File: src/core/jsp_pkg.sv
package jsp_pkg;

	// ------------------------------------------------------------
	// Configuration space
	// ------------------------------------------------------------
	localparam logic [7:0]  CFG_IDX_ACTIVATE = 8'h30;
	localparam logic [7:0]  CFG_IDX_BASE_HI  = 8'h60;
	localparam logic [7:0]  CFG_IDX_BASE_LO  = 8'h61;
	localparam logic [7:0]  CFG_IDX_PWR_CTL  = 8'h22;
	localparam int          PWR_STICK_BIT    = 2;
	localparam int          ACTIVATE_BIT     = 0;
	localparam logic [15:0] BASE_RESET       = 16'h0000;

	// ------------------------------------------------------------
	// Runtime register
	// ------------------------------------------------------------
	localparam logic [15:0] STATE_OFFSET     = 16'h0000;
	localparam logic [7:0]  STATE_RESET      = 8'h00;

	// ------------------------------------------------------------
	// Timing and axis count
	// ------------------------------------------------------------
	localparam int CLK_PERIOD_NS = 10;
	localparam int DISCHARGE_NS  = 1000;
	localparam int DISCHARGE_CYC = (DISCHARGE_NS + CLK_PERIOD_NS - 1) / CLK_PERIOD_NS;
	localparam int AXIS_COUNT    = 4;

	// ------------------------------------------------------------
	// Types
	// ------------------------------------------------------------
	typedef struct packed {
		logic [15:0] addr;
		logic        rd;
		logic        wr;
	} jsp_io_req_t;

	typedef struct packed {
		logic [3:0] buttons;
		logic [3:0] axes;
	} jsp_state_t;

	typedef enum logic [1:0] {
		AX_IDLE,
		AX_DISCHARGE,
		AX_CHARGE
	} jsp_axis_state_t;

endpackage

File: src/core/jsp_axis_timer.sv
`timescale 1ns/100ps

module jsp_axis_timer
	import jsp_pkg::*;
#(
	parameter int DISCH_CYC = DISCHARGE_CYC
) (
	input  wire logic mclk,
	input  wire logic rst,
	input  wire logic start,
	input  wire logic thresh,
	output logic      axis_out,
	output logic      pin_oe
);

	localparam int          CW      = $clog2(DISCH_CYC + 1);
	localparam logic [CW-1:0] CNT_LAST = CW'(DISCH_CYC - 1);

	jsp_axis_state_t state_q, state_d;
	logic [CW-1:0]   cnt_q, cnt_d;
	logic            out_q, out_d;
	logic            oe_q, oe_d;

	// ------------------------------------------------------------
	// Next state
	// ------------------------------------------------------------
	always_comb begin
		state_d = state_q;
		cnt_d   = cnt_q;
		out_d   = out_q;
		oe_d    = oe_q;
		if (start) begin
			// A restart wins over everything: capacitor is dumped first
			state_d = AX_DISCHARGE;
			cnt_d   = '0;
			out_d   = 1'b1;
			oe_d    = 1'b1;
		end else begin
			unique case (state_q)
				AX_IDLE: begin
					out_d = 1'b0;
					oe_d  = 1'b1;
				end
				AX_DISCHARGE: begin
					if (cnt_q == CNT_LAST) begin
						state_d = AX_CHARGE;
						oe_d    = 1'b0;
					end else begin
						cnt_d = cnt_q + CW'(1);
					end
				end
				AX_CHARGE: begin
					if (thresh) begin
						// Crossing the comparator ends the measurement
						state_d = AX_IDLE;
						out_d   = 1'b0;
						oe_d    = 1'b1;
					end
				end
				default: begin
					state_d = AX_IDLE;
				end
			endcase
		end
	end

	always_ff @(posedge mclk) begin
		if (rst) begin
			state_q <= AX_IDLE;
			cnt_q   <= '0;
			out_q   <= 1'b0;
			oe_q    <= 1'b1;
		end else begin
			state_q <= state_d;
			cnt_q   <= cnt_d;
			out_q   <= out_d;
			oe_q    <= oe_d;
		end
	end

	assign axis_out = out_q;
	assign pin_oe   = oe_q;
endmodule

File: src/core/jsp_stick_port.sv
`timescale 1ns/100ps

module jsp_stick_port
	import jsp_pkg::*;
#(
	parameter int DISCH_CYC = DISCHARGE_CYC
) (
	input  wire logic                  mclk,
	input  wire logic                  rst,
	input  wire jsp_io_req_t           io_req,
	output logic      [7:0]            io_rdata,
	output logic                       io_rd_claim,
	input  wire logic                  cfg_wr,
	input  wire logic                  cfg_rd,
	input  wire logic                  cfg_global,
	input  wire logic [7:0]            cfg_index,
	input  wire logic [7:0]            cfg_wdata,
	output logic      [7:0]            cfg_rdata,
	input  wire logic [AXIS_COUNT-1:0] rc_pin_in,
	output logic      [AXIS_COUNT-1:0] rc_pin_out,
	output logic      [AXIS_COUNT-1:0] rc_pin_oe,
	input  wire logic [AXIS_COUNT-1:0] button_pin
);

	// ------------------------------------------------------------
	// Configuration registers
	// ------------------------------------------------------------
	logic [7:0] base_hi_q, base_hi_d;
	logic [7:0] base_lo_q, base_lo_d;
	logic       activate_q, activate_d;
	logic [7:0] cfg_rdata_q, cfg_rdata_d;
	logic       wr_act, wr_pwr;

	assign wr_act = cfg_wr && !cfg_global && cfg_index == CFG_IDX_ACTIVATE;
	assign wr_pwr = cfg_wr && cfg_global && cfg_index == CFG_IDX_PWR_CTL;

	always_comb begin
		base_hi_d   = base_hi_q;
		base_lo_d   = base_lo_q;
		activate_d  = activate_q;
		cfg_rdata_d = 8'h00;
		if (cfg_wr && !cfg_global && cfg_index == CFG_IDX_BASE_HI) begin
			base_hi_d = cfg_wdata;
		end
		if (cfg_wr && !cfg_global && cfg_index == CFG_IDX_BASE_LO) begin
			base_lo_d = cfg_wdata;
		end
		// One flop serves both views, so the mirror can never drift
		if (wr_act) begin
			activate_d = cfg_wdata[ACTIVATE_BIT];
		end else if (wr_pwr) begin
			activate_d = cfg_wdata[PWR_STICK_BIT];
		end
		if (cfg_rd) begin
			if (cfg_global) begin
				if (cfg_index == CFG_IDX_PWR_CTL) begin
					cfg_rdata_d[PWR_STICK_BIT] = activate_q;
				end
			end else begin
				unique case (cfg_index)
					CFG_IDX_BASE_HI:  cfg_rdata_d = base_hi_q;
					CFG_IDX_BASE_LO:  cfg_rdata_d = base_lo_q;
					CFG_IDX_ACTIVATE: cfg_rdata_d[ACTIVATE_BIT] = activate_q;
					default:          cfg_rdata_d = 8'h00;
				endcase
			end
		end
	end

	always_ff @(posedge mclk) begin
		if (rst) begin
			base_hi_q   <= BASE_RESET[15:8];
			base_lo_q   <= BASE_RESET[7:0];
			activate_q  <= 1'b0;
			cfg_rdata_q <= 8'h00;
		end else begin
			base_hi_q   <= base_hi_d;
			base_lo_q   <= base_lo_d;
			activate_q  <= activate_d;
			cfg_rdata_q <= cfg_rdata_d;
		end
	end

	assign cfg_rdata = cfg_rdata_q;

	// ------------------------------------------------------------
	// Host I/O decode
	// ------------------------------------------------------------
	logic [15:0] base_addr;
	logic        addr_hit;
	logic        rd_hit;
	logic        wr_hit;
	logic        wr_hit_q, wr_hit_d;
	logic        timer_start;

	assign base_addr = {base_hi_q, base_lo_q};
	// Nothing is decoded while the unit is inactive
	assign addr_hit  = activate_q && io_req.addr == base_addr + STATE_OFFSET;
	assign rd_hit    = addr_hit && io_req.rd;
	assign wr_hit    = addr_hit && io_req.wr;

	// Strobe is tracked while it stays high, whatever the address; the write data is never looked at
	always_comb begin
		wr_hit_d = wr_hit || (wr_hit_q && io_req.wr);
	end

	// Restart fires as the strobe goes inactive, data value irrelevant
	assign timer_start = wr_hit_q && !io_req.wr;

	always_ff @(posedge mclk) begin
		if (rst) begin
			wr_hit_q <= 1'b0;
		end else begin
			wr_hit_q <= wr_hit_d;
		end
	end

	// ------------------------------------------------------------
	// Buttons
	// ------------------------------------------------------------
	logic [AXIS_COUNT-1:0] btn_meta_q, btn_meta_d;
	logic [AXIS_COUNT-1:0] btn_q, btn_d;

	always_comb begin
		btn_meta_d = button_pin;
		btn_d      = btn_meta_q;
	end

	always_ff @(posedge mclk) begin
		if (rst) begin
			btn_meta_q <= '0;
			btn_q      <= '0;
		end else begin
			btn_meta_q <= btn_meta_d;
			btn_q      <= btn_d;
		end
	end

	// ------------------------------------------------------------
	// Axis timers
	// ------------------------------------------------------------
	logic [AXIS_COUNT-1:0] axis_out;
	logic [AXIS_COUNT-1:0] axis_oe;

	// Bit order X1, Y1, X2, Y2
	for (genvar i = 0; i < AXIS_COUNT; i++) begin : g_axis
		jsp_axis_timer #(
			.DISCH_CYC (DISCH_CYC)
		) u_timer (
			.mclk     (mclk),
			.rst      (rst),
			.start    (timer_start),
			.thresh   (rc_pin_in[i]),
			.axis_out (axis_out[i]),
			.pin_oe   (axis_oe[i])
		);
	end

	// Pins are only ever pulled low; charging is done by the external RC
	assign rc_pin_out = '0;
	assign rc_pin_oe  = axis_oe;

	// ------------------------------------------------------------
	// State byte read
	// ------------------------------------------------------------
	jsp_state_t state_w;
	logic [7:0] rdata_q, rdata_d;
	logic       claim_q, claim_d;

	always_comb begin
		state_w.axes    = axis_out;
		state_w.buttons = btn_q;
		rdata_d         = rd_hit ? state_w : STATE_RESET;
		claim_d         = rd_hit;
	end

	always_ff @(posedge mclk) begin
		if (rst) begin
			rdata_q <= STATE_RESET;
			claim_q <= 1'b0;
		end else begin
			rdata_q <= rdata_d;
			claim_q <= claim_d;
		end
	end

	assign io_rdata    = rdata_q;
	assign io_rd_claim = claim_q;
endmodule

File: config.mk
export PLATFORM = sky130hd
export DESIGN_NAME = jsp_stick_port
export DESIGN_NICKNAME = d
export VERILOG_FILES = /design/src/core/jsp_pkg.sv /design/src/core/jsp_axis_timer.sv /design/src/core/jsp_stick_port.sv
export SDC_FILE = /design/constraint.sdc
export NUM_CORES = 1
export LEC_CHECK = 0
export BUFFER_PORTS_ARGS = -buffer_cell sky130_fd_sc_hd__buf_2
export CAP_MARGIN = 30
export CORE_UTILIZATION = 51
export DETAILED_ROUTE_END_ITERATION = 12
export GPL_TIMING_DRIVEN = 0
export HOLD_SLACK_MARGIN = 0.03
export PLACE_DENSITY = 0.87
export SYNTH_ARGS = -nofsm -noshare
export SYNTH_HDL_FRONTEND = slang
export SYNTH_SLANG_ARGS = --single-unit
File: constraint.sdc
create_clock -name mclk -period 3.55 [get_ports mclk]
set_input_delay 0.71 -clock mclk [delete_from_list [all_inputs] [get_ports mclk]]
set_output_delay 0.71 -clock mclk [all_outputs]
set_load 0.03 [all_outputs]
==> reports/results.ini <==
[die]
ioPinCount=72
die_w_um=87.16
die_y_um=87.16
dieArea_sq_um=7597
rows=30
start_util_pct=53.55
core_region_area_sq_um=6907

[layout]
area_delta_synth_final_pct=19.38
fin_nets=530
antenna_cells=0
post-route-util_pct=63.93
final_cell_mix=87 x dfxtp_1, 69 x nor2_1, 66 x buf_2, 29 x mux2i_1, 24 x xor2_1
stdcell_count=580
final_common_cell=dfxtp_1
final_layout_size_suffix_gt1_share_pct=20.04

[status]
status=completed

[run]
maxCapViolations=0

[synth]
avgSynthCellArea_sq_um=9.270
syn_area_sq_um=3699
synth_edf_count=0
synth_compound_area_share_pct=5.447
synth_xor_area_share_pct=9.235
yosys_warnings=0
synth_fa_ha_area_share_pct=1.353
yosys.area.top_type=dfxtp_1
synthTopCellsByArea=dfxtp_1 47%, mux2i_1 7.8%, nor2_1 7.0%
synth_top_family_by_area=simple AND/OR/NAND/NOR gates
synthMuxAreaShare_pct=8.153
yosysSeqAreaShare_pct=47.09
synthFlopType=dfxtp_1
synth_top_area_share_pct=47.09
synth-seq-cells=87
synth-simple-area-share_pct=23.95
synthCells=399
async_flop_share_pct=0
ys_types=43

[sta]
setup_viol=0
slew_headroom_pct=44.19
fin_setup_tns_ns=0
hold_viol=0
max_freq_mhz=427.8
drv_slew=0
post-route-period-util_pct=65.85
rsz0062_at_grt=no
layout_min_cycle_time_ns=2.338
tightest_slew_ns=0.8309
clock_skew_ns=0.007564

[cts]
cts_resized=0
clock-root-buffer=clkbuf_8
post-cts-setup-buffers=0
clock-sinks=87
clkSlewWorstSetupHoldPaths_ns=0.08
cts_buffers=9
hold_buffers=0
worstSkewPairLatency_ns=0.36
htreeDepth=3
cts_max_path_buffers=2
cts_tree=done

[setup_path]
rr_endpoint=g_axis[0].u_timer.cnt_q[1]
worstPathArrival_ns=2.57
critical_path.cell_chain=buf_2 > or4b_4 > buf_6 > nor4_4 > mux2i_1 > nor2_1
slowest_stage=nor4_4
startpoint=cfg_index[3]
cp_max_fo=8
worstSetupEndpointType=register
timing.rr.start=g_axis[0].u_timer.cnt_q[2]
slowest_delay_ns=0.74
path_class=in2reg
critPathRequiredTime_ns=3.78
ff2ff_path_depth=4
r2r_slack_ns=1.55
critPathCapture=base_lo_q[0]
start_kind=input pin

[global_routing]
grt_pass1_vias=2910
grt_start_max_net_pins=15
track_usage_pct=22.37
grt.overflow.total=0
grt_pass1_wl_um=13060
grt_antenna_before_repair=0

[placement]
dp_cells=564
hpwl_um=5605
gp_congestion=0.8463
port_buffers=66

[power]
leakage_nw=1.744
irDropWorstVdd_uv=174.5
fin_total_pwr_mw=1.931
powerDensity_nw_per_um2=437.3

[drt]
vias_per_cell=5.245
drt.antenna.violating_nets=0
wl_per_cell_um=13.91
num_vias=3042
drcViolationCount=0
wirelength_um=8068
first_pass_iters=4
drtIter0Drc=120

[worst_hold_path]
hold_class=reg2reg

-- cell usage after synthesis, types with 2 or more instances --
cell type  instances
xor2_1            24
mux2i_1           29
xnor2_1           15
nor2_1            69
buf_4              8
nand4_1            6
or4_1              2
o211ai_1           2
inv_1             15
nand2_1           21
nand2b_1          13
or4b_2             2
nor4_1            12
nor3_1            13
buf_1              3
nand3b_1           5
clkbuf_1           9
a21oi_1           14
dfxtp_1           87
nand3_1            3
nor4_4             2
nor2b_1           13
o31ai_1            2
a31oi_1            2
ha_1               4
o21ai_0            6
nor4b_1            2
-- layout make-up --
class	instances	area, sq um
multi-input combinational	279	1795
sequential	87	1742
buffer	21	116.4
clock inverter	5	103.9
fill	577	2491
clock buffer	11	151.4
timing repair buffer	66	330.3
inverter	15	56.30
tap	96	120.1
-- state kept, by name (all words and copies together) (netlist names) --
register	cells
g_axis.u_timer.axis_out	4
activate_q	1
g_axis.u_timer.pin_oe	4
cfg_rdata	8
g_axis.u_timer.state_q	8
btn_d	4
btn_q	4
base_hi_q	8
io_rd_claim	1
g_axis.u_timer.cnt_q	28
wr_hit_q	1
io_rdata	8
base_lo_q	8
-- worst max-delay path, delay by kind of cell --
| family | cells | cell delay, ns |
|---|---|---|
| AND/OR/NAND/NOR | 3 | 1.33 |
| buffers and inverters | 2 | 0.26 |
| multiplexers | 1 | 0.27 |
-- stage by stage --
step	hold slack [ns]	setup WS [ns]	area, sq um
floorplan	0.4003	1.221	3710
global placement	0.4038	0.9107	4160
detailed placement	0.4093	0.8813	4160
CTS	0.4237	1.238	4415
global route	0.4487	1.136	4415
finish	0.4174	1.212	4415
-- cells by family (layout without fill, tap and decap cells) --
family / Yosys count / in the layout
simple gates: 169 / 169
flops: 87 / 87
mux: 30 / 30
other cells: 1 / 4
compound gates: 33 / 33
fa+ha+maj: 4 / 4
xor+xnor: 39 / 39
buf+inv: 36 / 118
-- how the worst min path moves through the flow --
| stage | from | end | cells past startpoint |
|---|---|---|---|
| floorplan | btn_q[0] | io_rdata[4] | 2 |
| global placement | btn_q[2] | io_rdata[6] | 2 |
| detailed placement | btn_q[0] | io_rdata[4] | 2 |
| CTS | btn_q[0] | io_rdata[4] | 2 |
| global route | btn_q[2] | io_rdata[6] | 2 |
| finish | btn_q[0] | io_rdata[4] | 2 |
-- layer usage --
layer / vias up / part of all wire, % / track usage, %
met3: 17 / 4.4 / 4.265
met2: 92 / 49 / 40.16
li1: 1501 / - / -
met4: 0 / 2.4 / 11.03
met1: 1432 / 44 / 25.39
met5: - / 0 / 0
-- power breakdown --
| group | switching (mW) | internal [mW] |
|---|---|---|
| Combinational | 0.0511 | 0.0371 |
| Sequential | 0.00102 | 0.979 |
| Clock | 0.356 | 0.506 |
Note: power is estimated with default switching activity, not from simulation.
